$ cat config.mk
export PLATFORM = sky130hd
export DESIGN_NAME = cic_irq_ctrl
export DESIGN_NICKNAME = d
export VERILOG_FILES = /design/src/cic_pkg.sv /design/src/cic_pin_if.sv /design/src/cic_pin_sync.sv /design/src/cic_irq_ctrl.sv
export SDC_FILE = /design/constraint.sdc
export NUM_CORES = 1
export LEC_CHECK = 0
export BUFFER_PORTS_ARGS = -buffer_cell sky130_fd_sc_hd__buf_2
export CAP_MARGIN = 20
export CORE_AREA = 4 4 86 72
export DETAILED_ROUTE_END_ITERATION = 12
export DIE_AREA = 0 0 90 76
export GPL_TIMING_DRIVEN = 0
export MAX_ROUTING_LAYER = met4
export PLACE_DENSITY = 0.87
export SLEW_MARGIN = 20
export SYNTH_ARGS = -nofsm -noshare
export SYNTH_HDL_FRONTEND = slang
export SYNTH_SLANG_ARGS = --single-unit
$ cat constraint.sdc
create_clock -name core_clk_i -period 2.6 [get_ports core_clk_i]
set_input_delay 0.52 -clock core_clk_i [delete_from_list [all_inputs] [get_ports core_clk_i]]
set_output_delay 0.52 -clock core_clk_i [all_outputs]
set_load 0.02 [all_outputs]
$ cat src/cic_pkg.sv
// package of constants for the cpu interrupt control block
package cic_pkg;

    // ************************************************************
    // widths and counts
    // ************************************************************
    localparam int unsigned CIC_DW         = 8;
    localparam int unsigned CIC_AW         = 4;
    localparam int unsigned CIC_PC_W       = 13;
    localparam int unsigned CIC_N_SRC      = 7;
    localparam int unsigned CIC_PF_A_W     = 3;
    localparam int unsigned CIC_PF_B_W     = 1;
    localparam int unsigned CIC_PORT_W     = 4;
    localparam int unsigned CIC_EVT_W      = 2;

    // ************************************************************
    // register offsets
    // ************************************************************
    localparam logic [3:0] CIC_OFS_CTRL    = 4'h0;
    localparam logic [3:0] CIC_OFS_PFLAG_A = 4'h1;
    localparam logic [3:0] CIC_OFS_PFLAG_B = 4'h2;
    localparam logic [3:0] CIC_OFS_PEN_A   = 4'h3;
    localparam logic [3:0] CIC_OFS_PEN_B   = 4'h4;
    localparam logic [3:0] CIC_OFS_CFG     = 4'h5;
    localparam logic [3:0] CIC_OFS_EVT_ST  = 4'h6;
    localparam logic [3:0] CIC_OFS_EVT_MSK = 4'h7;

    // ************************************************************
    // irq_control_reg field positions
    // ************************************************************
    localparam int unsigned CIC_B_GIE      = 7;
    localparam int unsigned CIC_B_PEIE     = 6;
    localparam int unsigned CIC_B_T0_EN    = 5;
    localparam int unsigned CIC_B_EXT_EN   = 4;
    localparam int unsigned CIC_B_PCHG_EN  = 3;
    localparam int unsigned CIC_B_T0_FLG   = 2;
    localparam int unsigned CIC_B_EXT_FLG  = 1;
    localparam int unsigned CIC_B_PCHG_FLG = 0;

    // config and event status fields
    localparam int unsigned CIC_B_EDGE_RISE = 0;
    localparam int unsigned CIC_B_EV_VEC    = 0;
    localparam int unsigned CIC_B_EV_RET    = 1;

    // ************************************************************
    // reset values, vector and synchroniser depth
    // ************************************************************
    localparam logic [7:0]  CIC_CTRL_RST   = 8'h00;
    localparam logic [0:0]  CIC_CFG_RST    = 1'h1;
    localparam logic [12:0] CIC_IRQ_VECTOR = 13'h0004;
    localparam int unsigned CIC_SYNC_STAGES = 3;

endpackage

$ cat src/cic_pin_if.sv
// interface carrying synchronised pin events from the pin stage to the controller
`timescale 1ns/10ps
`default_nettype none
interface cic_pin_if;
    logic ext_rise;
    logic ext_fall;
    logic port_chg;

    modport sync_mp (output ext_rise, output ext_fall, output port_chg);
    modport ctrl_mp (input ext_rise, input ext_fall, input port_chg);
endinterface
`default_nettype wire

$ cat src/cic_pin_sync.sv
// three-stage pin synchroniser with stable-change detection
`timescale 1ns/10ps
`default_nettype none
module cic_pin_sync
    import cic_pkg::*;
#(
    parameter int unsigned PORT_W = CIC_PORT_W
) (
    input  wire logic              core_clk_i,     // core clock
    input  wire logic              rst_n_i,        // async reset, active low
    input  wire logic              ext_pin_i,      // external edge pin, raw
    input  wire logic [PORT_W-1:0] port_pins_i,    // port change pins, raw
    cic_pin_if.sync_mp             pin_evt         // events toward controller
);
    localparam int unsigned N = PORT_W + 1;

    typedef struct packed {
        logic [N-1:0] s1;
        logic [N-1:0] s2;
        logic [N-1:0] s3;
        logic [N-1:0] stable;
        logic         rise;
        logic         fall;
        logic         chg;
    } cic_sync_st_t;

    cic_sync_st_t st_ff;
    cic_sync_st_t nxt_st;
    logic [N-1:0] moved;
    logic [N-1:0] new_lvl;

    // ************************************************************
    // per pin change detection
    // ************************************************************
    // only stage two and three are compared; stage one feeds stage two alone
    for (genvar i = 0; i < N; i++) begin : g_pin
        assign moved[i]   = (st_ff.s2[i] == st_ff.s3[i]) && (st_ff.s3[i] != st_ff.stable[i]);
        assign new_lvl[i] = moved[i] ? st_ff.s3[i] : st_ff.stable[i];
    end

    always_comb begin
        nxt_st        = st_ff;
        nxt_st.s1     = {port_pins_i, ext_pin_i};
        nxt_st.s2     = st_ff.s1;
        nxt_st.s3     = st_ff.s2;
        nxt_st.stable = new_lvl;
        nxt_st.rise   = moved[0] & new_lvl[0];
        nxt_st.fall   = moved[0] & ~new_lvl[0];
        nxt_st.chg    = |moved[N-1:1];
    end

    always_ff @(posedge core_clk_i or negedge rst_n_i) begin
        if (!rst_n_i) begin
            st_ff <= '0;
        end else begin
            st_ff <= nxt_st;
        end
    end

    assign pin_evt.ext_rise = st_ff.rise;
    assign pin_evt.ext_fall = st_ff.fall;
    assign pin_evt.port_chg = st_ff.chg;
endmodule
`default_nettype wire

$ cat src/cic_irq_ctrl.sv
// cpu interrupt controller: flags, enables, global gate and vectoring
`timescale 1ns/10ps
`default_nettype none
module cic_irq_ctrl
    import cic_pkg::*;
#(
    parameter int unsigned PF_A_W = CIC_PF_A_W,
    parameter int unsigned PF_B_W = CIC_PF_B_W,
    parameter int unsigned PORT_W = CIC_PORT_W
) (
    input  wire logic                core_clk_i,                 // core clock
    input  wire logic                rst_n_i,                    // async reset, active low
    input  wire logic [CIC_AW-1:0]   reg_addr_i,                 // register address
    input  wire logic [CIC_DW-1:0]   reg_wdata_i,                // register write data
    input  wire logic                reg_wr_i,                   // write strobe
    input  wire logic                reg_rd_i,                   // read strobe
    output logic      [CIC_DW-1:0]   reg_rdata_o,                // read data, cycle after strobe
    input  wire logic                external_edge_irq_pin_i,    // external edge pin
    input  wire logic [PORT_W-1:0]   port_b_change_pins_i,       // port change pins
    input  wire logic                timer_zero_ovf_i,           // timer zero overflow pulse
    input  wire logic [PF_A_W-1:0]   periph_evt_a_i,             // peripheral events, group a
    input  wire logic [PF_B_W-1:0]   periph_evt_b_i,             // peripheral events, group b
    input  wire logic                icyc_end_i,                 // last clock of instr cycle
    input  wire logic                return_from_irq_instr_i,    // return instruction executed
    input  wire logic [CIC_PC_W-1:0] cur_pc_i,                   // return address from core
    output logic                     irq_inject_o,               // force no-op cycle in core
    output logic                     stack_push_o,               // push return address
    output logic      [CIC_PC_W-1:0] stack_push_data_o,          // address to push
    output logic                     program_counter_load_o,     // load program counter
    output logic      [CIC_PC_W-1:0] program_counter_o,          // value to load
    output logic                     sys_irq_o                   // system interrupt, level
);

    // ************************************************************
    // state
    // ************************************************************
    typedef enum logic [1:0] {
        ST_IDLE,
        ST_HOLD
    } cic_seq_t;

    typedef struct packed {
        logic [CIC_DW-1:0]    ctrl;
        logic [PF_A_W-1:0]    pflag_a;
        logic [PF_B_W-1:0]    pflag_b;
        logic [PF_A_W-1:0]    pen_a;
        logic [PF_B_W-1:0]    pen_b;
        logic                 edge_rise;
        logic [CIC_EVT_W-1:0] evt_st;
        logic [CIC_EVT_W-1:0] evt_msk;
        logic [CIC_DW-1:0]    rdata;
        cic_seq_t             seq;
        logic                 inject;
        logic                 push;
        logic                 load;
        logic [CIC_PC_W-1:0]  push_data;
        logic [CIC_PC_W-1:0]  pc_val;
    } cic_state_t;

    cic_state_t st_ff;
    cic_state_t nxt_st;

    cic_pin_if pin_evt ();

    logic                 ext_evt;
    logic [2:0]           core_set;
    logic [2:0]           core_flg;
    logic [2:0]           core_en;
    logic                 core_req;
    logic                 periph_req;
    logic                 take;
    logic                 wr_ctrl;
    logic [CIC_EVT_W-1:0] evt_set;

    // ************************************************************
    // pin synchroniser
    // ************************************************************
    cic_pin_sync #(
        .PORT_W      (PORT_W)
    ) u_pin_sync (
        .core_clk_i  (core_clk_i),
        .rst_n_i     (rst_n_i),
        .ext_pin_i   (external_edge_irq_pin_i),
        .port_pins_i (port_b_change_pins_i),
        .pin_evt     (pin_evt)
    );

    // ************************************************************
    // request logic
    // ************************************************************
    assign ext_evt  = st_ff.edge_rise ? pin_evt.ext_rise : pin_evt.ext_fall;

    assign core_set = {timer_zero_ovf_i, ext_evt, pin_evt.port_chg};

    // core flags and enables in control reg
    assign core_flg = {st_ff.ctrl[CIC_B_T0_FLG], st_ff.ctrl[CIC_B_EXT_FLG],
                       st_ff.ctrl[CIC_B_PCHG_FLG]};
    assign core_en  = {st_ff.ctrl[CIC_B_T0_EN], st_ff.ctrl[CIC_B_EXT_EN],
                       st_ff.ctrl[CIC_B_PCHG_EN]};

    assign core_req = |(core_flg & core_en);

    assign periph_req = st_ff.ctrl[CIC_B_PEIE] &
                        ((|(st_ff.pflag_a & st_ff.pen_a)) | (|(st_ff.pflag_b & st_ff.pen_b)));

    // no further condition than enable and request
    assign take = st_ff.ctrl[CIC_B_GIE] & (core_req | periph_req);

    assign wr_ctrl = reg_wr_i && (reg_addr_i == CIC_OFS_CTRL);

    assign evt_set[CIC_B_EV_VEC] = (st_ff.seq == ST_HOLD) && icyc_end_i;
    assign evt_set[CIC_B_EV_RET] = return_from_irq_instr_i;

    // ************************************************************
    // next state
    // ************************************************************
    always_comb begin
        nxt_st        = st_ff;
        nxt_st.push   = 1'b0;
        nxt_st.load   = 1'b0;
        nxt_st.rdata  = '0;

        // software writes; hardware sets below win over clears
        if (wr_ctrl) begin
            nxt_st.ctrl = reg_wdata_i;
        end
        if (reg_wr_i && (reg_addr_i == CIC_OFS_PFLAG_A)) begin
            nxt_st.pflag_a = reg_wdata_i[PF_A_W-1:0];
        end
        if (reg_wr_i && (reg_addr_i == CIC_OFS_PFLAG_B)) begin
            nxt_st.pflag_b = reg_wdata_i[PF_B_W-1:0];
        end
        if (reg_wr_i && (reg_addr_i == CIC_OFS_PEN_A)) begin
            nxt_st.pen_a = reg_wdata_i[PF_A_W-1:0];
        end
        if (reg_wr_i && (reg_addr_i == CIC_OFS_PEN_B)) begin
            nxt_st.pen_b = reg_wdata_i[PF_B_W-1:0];
        end
        if (reg_wr_i && (reg_addr_i == CIC_OFS_CFG)) begin
            nxt_st.edge_rise = reg_wdata_i[CIC_B_EDGE_RISE];
        end
        if (reg_wr_i && (reg_addr_i == CIC_OFS_EVT_MSK)) begin
            nxt_st.evt_msk = reg_wdata_i[CIC_EVT_W-1:0];
        end

        // seven flag bits set by their events
        // events only ever set, software clears
        nxt_st.ctrl[CIC_B_T0_FLG]   = nxt_st.ctrl[CIC_B_T0_FLG]   | core_set[2];
        nxt_st.ctrl[CIC_B_EXT_FLG]  = nxt_st.ctrl[CIC_B_EXT_FLG]  | core_set[1];
        nxt_st.ctrl[CIC_B_PCHG_FLG] = nxt_st.ctrl[CIC_B_PCHG_FLG] | core_set[0];
        nxt_st.pflag_a              = nxt_st.pflag_a | periph_evt_a_i;
        nxt_st.pflag_b              = nxt_st.pflag_b | periph_evt_b_i;

        // fixed two-boundary path, same for one or two cycle instructions
        case (st_ff.seq)
            ST_IDLE: begin
                if (icyc_end_i && take) begin
                    nxt_st.seq    = ST_HOLD;
                    nxt_st.inject = 1'b1;
                end
            end
            ST_HOLD: begin
                if (icyc_end_i) begin
                    nxt_st.ctrl[CIC_B_GIE] = 1'b0;
                    nxt_st.push            = 1'b1;
                    nxt_st.push_data       = cur_pc_i;
                    nxt_st.load            = 1'b1;
                    nxt_st.pc_val          = CIC_IRQ_VECTOR;
                    nxt_st.inject          = 1'b0;
                    nxt_st.seq             = ST_IDLE;
                end
            end
            default: begin
                nxt_st.seq    = ST_IDLE;
                nxt_st.inject = 1'b0;
            end
        endcase

        // return instruction re-enables, wins over a write
        if (return_from_irq_instr_i) begin
            nxt_st.ctrl[CIC_B_GIE] = 1'b1;
        end

        // register reads, one cycle latency, zero otherwise
        if (reg_rd_i) begin
            case (reg_addr_i)
                CIC_OFS_CTRL:    nxt_st.rdata = st_ff.ctrl;
                CIC_OFS_PFLAG_A: nxt_st.rdata = CIC_DW'(st_ff.pflag_a);
                CIC_OFS_PFLAG_B: nxt_st.rdata = CIC_DW'(st_ff.pflag_b);
                CIC_OFS_PEN_A:   nxt_st.rdata = CIC_DW'(st_ff.pen_a);
                CIC_OFS_PEN_B:   nxt_st.rdata = CIC_DW'(st_ff.pen_b);
                CIC_OFS_CFG:     nxt_st.rdata = CIC_DW'(st_ff.edge_rise);
                CIC_OFS_EVT_ST:  nxt_st.rdata = CIC_DW'(st_ff.evt_st);
                CIC_OFS_EVT_MSK: nxt_st.rdata = CIC_DW'(st_ff.evt_msk);
                default:         nxt_st.rdata = '0;
            endcase
        end

        // sticky event status: read clears, a same-cycle event survives
        if (reg_rd_i && (reg_addr_i == CIC_OFS_EVT_ST)) begin
            nxt_st.evt_st = '0;
        end
        nxt_st.evt_st = nxt_st.evt_st | evt_set;
    end

    // ************************************************************
    // registers
    // ************************************************************
    always_ff @(posedge core_clk_i or negedge rst_n_i) begin
        if (!rst_n_i) begin
            st_ff           <= '0;
            st_ff.ctrl      <= CIC_CTRL_RST;
            st_ff.edge_rise <= CIC_CFG_RST;
            st_ff.seq       <= ST_IDLE;
        end else begin
            st_ff <= nxt_st;
        end
    end

    // ************************************************************
    // outputs
    // ************************************************************
    // flags are left to software polling; nothing clears them here
    assign reg_rdata_o            = st_ff.rdata;
    assign irq_inject_o           = st_ff.inject;
    assign stack_push_o           = st_ff.push;
    assign stack_push_data_o      = st_ff.push_data;
    assign program_counter_load_o = st_ff.load;
    assign program_counter_o      = st_ff.pc_val;
    assign sys_irq_o              = |(st_ff.evt_st & st_ff.evt_msk);

endmodule
`default_nettype wire

# After elaboration in Yosys (flattened, before gate mapping)

Index checks and enable logic that the tools add are counted.

Output and inout port bits: 38
Bits in registers: 71
Logic and storage cells: 102
Bits in latches: 0
RAM bits: 0
ROM bits: 0
Memories: 0

Shift-type cells: 0
Divide/modulo/power cells: 0
Reductions and logical operators: 23
Bitwise operators: 17
Order comparisons: 0
Multiplexer cells: 15
Equal/unequal tests: 20
Multiply operators: 0
Add/sub/neg operators: 0

Operators with widths:

| kind                 | count |
|---|---|
| $pmux W8 S8          | 1 |
| $mux W31             | 1 |
| $mux W28             | 1 |
| $eq A4 B3 Y1 const B | 4 |
| $mux W8              | 2 |
| $logic_and A1 B1 Y1  | 15 |
| $eq A4 B2 Y1 const B | 2 |
| $and A3 B3 Y3        | 2 |
| $mux W1              | 6 |
| $mux W3              | 2 |
| $or A1 B1 Y1         | 6 |
| $pmux W3 S2          | 1 |
| $reduce_or A3 Y1     | 2 |
| $and A1 B1 Y1        | 5 |
| $eq A1 B1 Y1         | 5 |
| $ne A1 B1 Y1         | 5 |
| $eq A4 B1 Y1 const B | 1 |
| $logic_not A4 Y1     | 1 |
| $ne A2 B2 Y1 const B | 2 |
| $reduce_and A2 Y1    | 2 |
| $reduce_or A4 Y1     | 1 |
| $or A3 B3 Y3         | 1 |
| $and A2 B2 Y2        | 1 |
| $eq A2 B1 Y1 const B | 1 |
| other kinds (5)      | 5 |

# Longest topological paths before layout

Gate-level depths: netlist of the first run.

Word-level depth: 9
Gate-level depth with buffers: 5

# Cells and area by module

Synthesis of the first run repeated with hierarchy kept, for this count alone.

Cells, all modules: 235
Area total of the unflattened synthesis: 2939.1 sq um

By module, submodules not included:

| module       | instances | area an instance (sq um) | cells an instance | sequential area each (sq um) |
|---|---|---|---|---|
| cic_irq_ctrl | 1         | 2215.9                   | 189               | 1127.3 |
| cic_pin_sync | 1         | 723.2                    | 46                | 575.6 |

# Worst setup path after synthesis of the first run

OpenSTA, ideal clock, no wires.

Path type: input -> register
From: input port reg_addr_i[3]
To: register st_ff[45] in the netlist's numbering
Setup slack: 1.097 ns
Library setup time: 0.125 ns
Stages on the path: 3
Required time: 2.475 ns
Buffers on the path: 0
Arrival time: 1.378 ns
Cells stage by stage: nor3b_4 nor2b_1 mux2_2

Word-level cells in the longest chain between the ends: 2

RTL lines:

| what                   | line                | source |
|---|---|---|
| start: declaration     | cic_irq_ctrl.sv:13  | `input wire logic [CIC_AW-1:0] reg_addr_i,` |
| $eq A4 B2 Y1           | cic_irq_ctrl.sv:133 | `if (reg_wr_i && (reg_addr_i == CIC_OFS_PEN_A)) begin` |
| $logic_and A1 B1 Y1    | cic_irq_ctrl.sv:133 |  |
| end signal: assignment | cic_irq_ctrl.sv:216 | `st_ff <= nxt_st;` |
| end: declaration       | cic_irq_ctrl.sv:60  | `cic_state_t st_ff;` |

No other way between the ends.
A chain may end at the register's enable or synchronous reset.

# Final worst setup path of the first run

From: register st_ff[42] in the netlist's numbering
To: output port sys_irq_o

Word-level cells in the longest chain between the ends: 2

RTL lines:

| what             | line                | source |
|---|---|---|
| $and A2 B2 Y2    | cic_irq_ctrl.sv:230 | `assign sys_irq_o = \|(st_ff.evt_st & st_ff.evt_msk);` |
| $reduce_or A2 Y1 | cic_irq_ctrl.sv:230 |  |
| end: declaration | cic_irq_ctrl.sv:31  | `output logic sys_irq_o` |

No other way between the ends.

==> impl_metrics.yaml, run 1 <==
global_routing:
  grt_pass1_vias: 1989
  grt_pass1_wl_mm: 9.24
  track_usage_pct: 17.4
  antenna_found_initial: 0
  grt_overflow: 0
  grt_max_degree: 45
routing:
  drt_iter0_drc: 76
  via_count: 1866
  wl_per_cell_um: 13.5
  drc_errors: 0
  ant_nets: 0
  avgViaCountPerCell: 4.81
  routed_wl_mm: 5.26
  dr.pass1.iters: 4
floorplanning:
  die_w_um: 90
  dieArea_um2: 6840
  num_rows: 24
  initial_utilization_pct: 54.5
  ioPinCount: 79
  coreArea_um2: 5320
  die_y_um: 76
run:
  drv_cap: 0
final_layout:
  nets: 359
  multi_input_area_um2: 933
  drive_above_1_share_pct: 46.4
  areaGrowthSynthToFinish_pct: 23.4
  n_fill_cell: 423
  antenna_cells: 0
  final_cell_mix: "68 x buf_2, 67 x dfrtp_1, 36 x buf_4, 26 x mux2_2, 17 x nor2_1"
  final_common_cell: "buf_2"
  regArea_um2: 1700
clocking:
  cts_hold_buf: 0
  cts.sinks: 68
  ctsRootBufferMaster: "clkbuf_8"
  cts_buffers: 9
  cts_buffer_depth: 2
  clk_latency_ps: 330
  cts_resized: 0
  cts_tree: "done"
  path_clk_slew_ps: 60
  htreeDepth: 3
  post_cts_buffers: 0
sta:
  tns_ps: 0
  fin_skew_ps: 5.73
  setup_viol: 0
  clock.fmax_mhz: 608
  hold_violations: 0
  period_share_pct: 63.3
  grt_setup_unrepaired: "no"
  tightestPinTransition_ps: 628
  drv_slew: 0
  slew_headroom_pct: 57.7
  worst_slack_ps: 954
  fin_crit_ps: 1650
logic_synthesis:
  syn_inst: 229
  yosys_warnings: 0
  postSynth.asyncResetShare_pct: 100
  ys_seq_elements: 68
  mappedNetlistArea_um2: 2900
  ys_types: 37
  synth_ff_type: "dfrtp_1"
  synth.area.top_cells: "dfrtp_1 58%, mux2_2 10%, buf_4 9.1%"
  synth-edff-count: 0
  yosysSeqAreaShare_pct: 58.7
  synth_top_area_share_pct: 57.8
  synth.avg_cell_area_um2: 12.7
  synth_top_cell_by_area: "dfrtp_1"
setup_path:
  ff2ff_path_depth: 3
  rr_startpoint: "st_ff[29]"
  crit_start: "st_ff[42]"
  r2r_slack_ps: 1160
  worstPathMaxFanout: 3
  worst_ep_arrival_time_ps: 1130
  critPathCaptureType: "output pin"
  reg2reg_to: "stack_push_data_o[10]"
  cp.required_ps: 2080
  worstSetupPathType: "reg -> out"
  start_kind: "flip-flop"
power_and_ir_drop:
  power_density_nw_per_um2: 806
  leakage_uw: 0.00178
  vdd_drop_max_mv: 0.559
placed_design:
  io_buffers: 66
  gp_congestion: 0.829
  dp_slack_ps: 769
  dp_hpwl_mm: 3.99
worst_hold_path:
  hold_class: "in -> async"
status:
  run_status: "finished, final reports clean"
==> synthesized netlist by cell type (3+ instances only) <==
library cell,n
inv_1,4
buf_2,3
dfrtp_1,67
nor3_1,3
maj3_1,5
nand3b_1,3
nand2_1,16
a22o_1,3
nand3_1,3
nor2_1,17
and2_1,5
mux2_2,26
mux2i_1,8
buf_4,35
a211o_1,4
==> worst max-delay path, cell delays in order (launching register included) <==
cell,delay [ps]
dfrtp_1,410
a22o_1,240
buf_2,150
==> state kept, by name, summed over array words and instances (netlist names), 3 cells and up <==
register	cells
core_en	3
core_flg	3
reg_rdata_o	8
st_ff	16
stack_push_data_o	13
u_pin_sync.nxt_st	10
u_pin_sync.st_ff	10
==> kinds of logic (layout without fill, tap and decap cells) <==
group	Yosys count	count (layout)	share of synthesized area, %
buffers and inverters	43	126	10.5
and+or+nand+nor	56	56	9.71
DFF	68	68	58.7
muxes	35	35	13.6
adders and majority gates	5	5	1.73
other	1	12	0.129
AOI/OAI and AO/OA	21	21	5.57
==> worst max path at each step <==
stage | cells past startpoint | end
after floorplan | 3 | st_ff[45]
final | 2 | sys_irq_o
after CTS | 2 | sys_irq_o
after global placement | 1 | stack_push_data_o[7]
after global routing | 2 | sys_irq_o
after detailed placement | 4 | st_ff[46]
==> area by class of cell <==
cell class,instances,share of cell area (%)
clock inverters,4,1.33
repair buffers,67,9.86
well taps,65,2.27
clock buffers,12,4.34
flip-flops and latches,68,47.6
multi-input cells,129,26.1
plain buffers,39,8.08
inverters,4,0.420
==> where the power goes <==
part,switching [uW],internal [uW]
registers,104,1230
clock network,366,492
logic,327,367
total,797,2090
==> per-layer routing <==
layer / vias up / wire (um) / track usage (%) / part of all wire, %
li1: 918 / - / - / -
met1: 884 / 2230 / 20.0 / 42
met2: 59 / 2650 / 28.9 / 50
met3: 5 / 327 / 6.22 / 6.2
met4: 0 / 51 / 5.05 / 0.97
met5: - / 0 / - / 0
==> stage by stage <==
stage	cell area (um^2)	util (%)	power, uW	hold slack [ps]	std cells
after floorplan	2940	-	1830	224	240
after global placement	3350	63.1	2020	331	371
after detailed placement	3370	63.5	2050	336	372
after CTS	3580	67.3	2920	76.9	388
after global routing	3580	67.3	3040	95.2	388
final	3580	67.3	2880	83.1	388
No activity file was read; power rests on OpenSTA's default activity.
==> inputs of run 2 (changes only) <==
--- a/config.mk
+++ b/config.mk
@@ -5,14 +5,15 @@
 export SDC_FILE = /design/constraint.sdc
 export NUM_CORES = 1
 export LEC_CHECK = 0
+export ABC_AREA = 1
 export BUFFER_PORTS_ARGS = -buffer_cell sky130_fd_sc_hd__buf_2
 export CAP_MARGIN = 20
-export CORE_AREA = 4 4 86 72
+export CORE_AREA = 4 4 93 78
 export DETAILED_ROUTE_END_ITERATION = 12
-export DIE_AREA = 0 0 90 76
+export DIE_AREA = 0 0 97 82
 export GPL_TIMING_DRIVEN = 0
 export MAX_ROUTING_LAYER = met4
-export PLACE_DENSITY = 0.87
+export PLACE_DENSITY = 0.79
 export SLEW_MARGIN = 20
 export SYNTH_ARGS = -nofsm -noshare
 export SYNTH_HDL_FRONTEND = slang
==> constraint.sdc (replaced) <==
create_clock -name core_clk_i -period 1.5 [get_ports core_clk_i]
set_input_delay 0.3 -clock core_clk_i [delete_from_list [all_inputs] [get_ports core_clk_i]]
set_output_delay 0.3 -clock core_clk_i [all_outputs]
set_load 0.02 [all_outputs]
==> run 2 against run 1 <==
  * Critical path depth unchanged
  * Cell count is 28% higher
  * Flip-flop and latch count is the same
  * Die area rose by 16%
  * Register-to-register slack worse by 970 ps
  * Total power rose by 80%
  * Setup slack got worse by 870 ps
  * Via count up 17%
  * Sequential share of layout area fell by 0.66 points
  * Critical path type unchanged
==> impl_metrics.yaml, run 2 <==
power_and_ir_drop:
  leakage_uw: 0.00196
  power_density_nw_per_um2: 1430
  vdd_drop_max_mv: 0.927
logic_synthesis:
  synth_top_cell_by_area: "dfrtp_1"
  syn_inst: 316
  synth.area.top_cells: "dfrtp_1 58%, nand2_1 12%, buf_4 9.0%"
  synth-edff-count: 0
  synth_ff_type: "dfrtp_1"
  yosys_warnings: 0
  synth.avg_cell_area_um2: 9.21
  yosysSeqAreaShare_pct: 58.5
  mappedNetlistArea_um2: 2910
  ys_types: 26
  synth_top_area_share_pct: 57.6
  netlist_top_cells_count: "93 x nand2_1, 67 x dfrtp_1, 35 x buf_4, 29 x inv_1, 20 x o21ai_0"
  yosysMostFrequentCell: "nand2_1"
  postSynth.asyncResetShare_pct: 100
  ys_seq_elements: 68
placed_design:
  gp_congestion: 0.880
  io_buffers: 66
  dp_slack_ps: 167
  dp_hpwl_mm: 4.25
global_routing:
  grt_pass1_wl_mm: 9.43
  track_usage_pct: 15.5
  antenna_found_initial: 0
  grt_max_degree: 46
  grt_pass1_vias: 2096
  grt_overflow: 0
setup_path:
  worstPathMaxFanout: 3
  start_kind: "flip-flop"
  worst_ep_arrival_time_ps: 1120
  r2r_slack_ps: 190
  reg2reg_to: "stack_push_data_o[7]"
  critPathCaptureType: "output pin"
  cp.required_ps: 1200
  rr_startpoint: "st_ff[29]"
  worstSetupPathType: "reg -> out"
  ff2ff_path_depth: 4
final_layout:
  largest_reg_flops: 16
  n_fill_cell: 548
  areaGrowthSynthToFinish_pct: 24.6
  antenna_cells: 0
  drive_above_1_share_pct: 32.4
  final_common_cell: "nand2_1"
  nets: 447
  top_register: "st_ff"
  final_cell_mix: "93 x nand2_1, 67 x dfrtp_1, 66 x buf_2, 36 x buf_4, 29 x inv_1"
routing:
  avgViaCountPerCell: 4.39
  drc_errors: 0
  via_count: 2175
  routed_wl_mm: 5.59
  wl_per_cell_um: 11.3
  drt_iter0_drc: 67
  dr.pass1.iters: 4
  ant_nets: 0
worst_hold_path:
  hold_class: "in -> reg"
  holdPathEnd: "u_pin_sync.nxt_st[17]"
  hold_depth: 1
  min_from: "port_b_change_pins_i[3]"
clocking:
  cts_buffer_depth: 2
  ctsRootBufferMaster: "clkbuf_8"
  cts.sinks: 68
  clk_latency_ps: 350
  cts_tree: "done"
  cts_buffers: 9
  htreeDepth: 3
  cts_resized: 0
  post_cts_buffers: 0
  path_clk_slew_ps: 80
floorplanning:
  coreArea_um2: 6280
  initial_utilization_pct: 46.4
  ioPinCount: 79
  num_rows: 26
  die_y_um: 82
  dieArea_um2: 7950
  die_w_um: 97
run:
  drv_cap: 0
sta:
  hold_violations: 0
  fin_crit_ps: 1420
  drv_slew: 0
  setup_viol: 0
  clock.fmax_mhz: 705
  period_share_pct: 94.5
  tns_ps: 0
  fin_skew_ps: 8.30
  worst_slack_ps: 82.0
  grt_setup_unrepaired: "no"
status:
  run_status: "finished, final reports clean"
## run 2: changes by cell type after synthesis, moves of 3 or more
cell and delta:
and2_1 -5, nor2_4 +3, a21oi_1 +6, maj3_1 -5
nand2_1 +77, o21ai_0 +18, nand3b_1 -3, nand3_1 +13
mux2i_1 -8, mux2_2 -26, inv_1 +25, a211o_1 -4
o21ai_1 +6
## run 2: stage by stage
step                      std cells  util (%)  hold slack, ps  area (um^2)  total power (uW)
after floorplan                 327         -            4.41         2950              3260
after global placement          477      53.9             333         3390              3630
after detailed placement        478      54.3             222         3410              3680
after CTS                       495      57.8            32.7         3630              5260
after global routing            495      57.8            32.7         3630              5510
final                           495      57.8            55.8         3630              5180
## run 2: worst max-delay path by stage
stage | from | endpoint | slack (ps) | depth (start not counted)
after floorplan | st_ff[29] | stack_push_data_o[10] | 350 | 5
after global placement | rst_n_i | stack_push_data_o[11] | -140 | 1
after detailed placement | icyc_end_i | stack_push_data_o[7] | 170 | 5
after CTS | st_ff[42] | sys_irq_o | 60 | 2
after global routing | st_ff[42] | sys_irq_o | 30 | 2
final | st_ff[42] | sys_irq_o | 80 | 2
## run 2: cell type report
type	instances	area, um^2	area share [%]
clock inverter	6	70.1	1.93
tap	84	105	2.90
multi-input combinational	192	857	23.6
sequential	68	1700	46.9
clock buffer	10	138	3.79
timing repair buffer	68	363	10.0
buffer	38	283	7.80
inverter	29	109	3.00
## run 2: cell families after synthesis
family | share of synthesized area (%)
AND/OR/NAND/NOR | 20.6
flip-flops | 58.5
buffers and inverters | 13.5
AO/OA/AOI/OAI | 7.31
other | 0.129
## run 2: per-layer routing
layer,GRT usage (%),share of wire (%),vias up,routed length [um]
met5,-,0,-,0
met4,6.31,1.3,0,70
met3,5.26,7.6,7,427
met2,23.7,46,64,2570
met1,19.1,45,978,2520
li1,-,-,1126,-
## run 2: what timing repair did
item	4_1_cts	5_1_grt
hold buffers	1	0
endpoints found under the setup margin	0	0
hold endpoints to repair	22	0
## run 2: report_power, final
group	internal [uW]	switching (uW)
Combinational	574	724
Sequential	2150	188
Clock	823	721
Total	3550	1630
## run 2: critical path, cell delays in order (launching register included)
cell and delay (ps):
dfrtp_1 400, a22o_1 230, buf_2 150
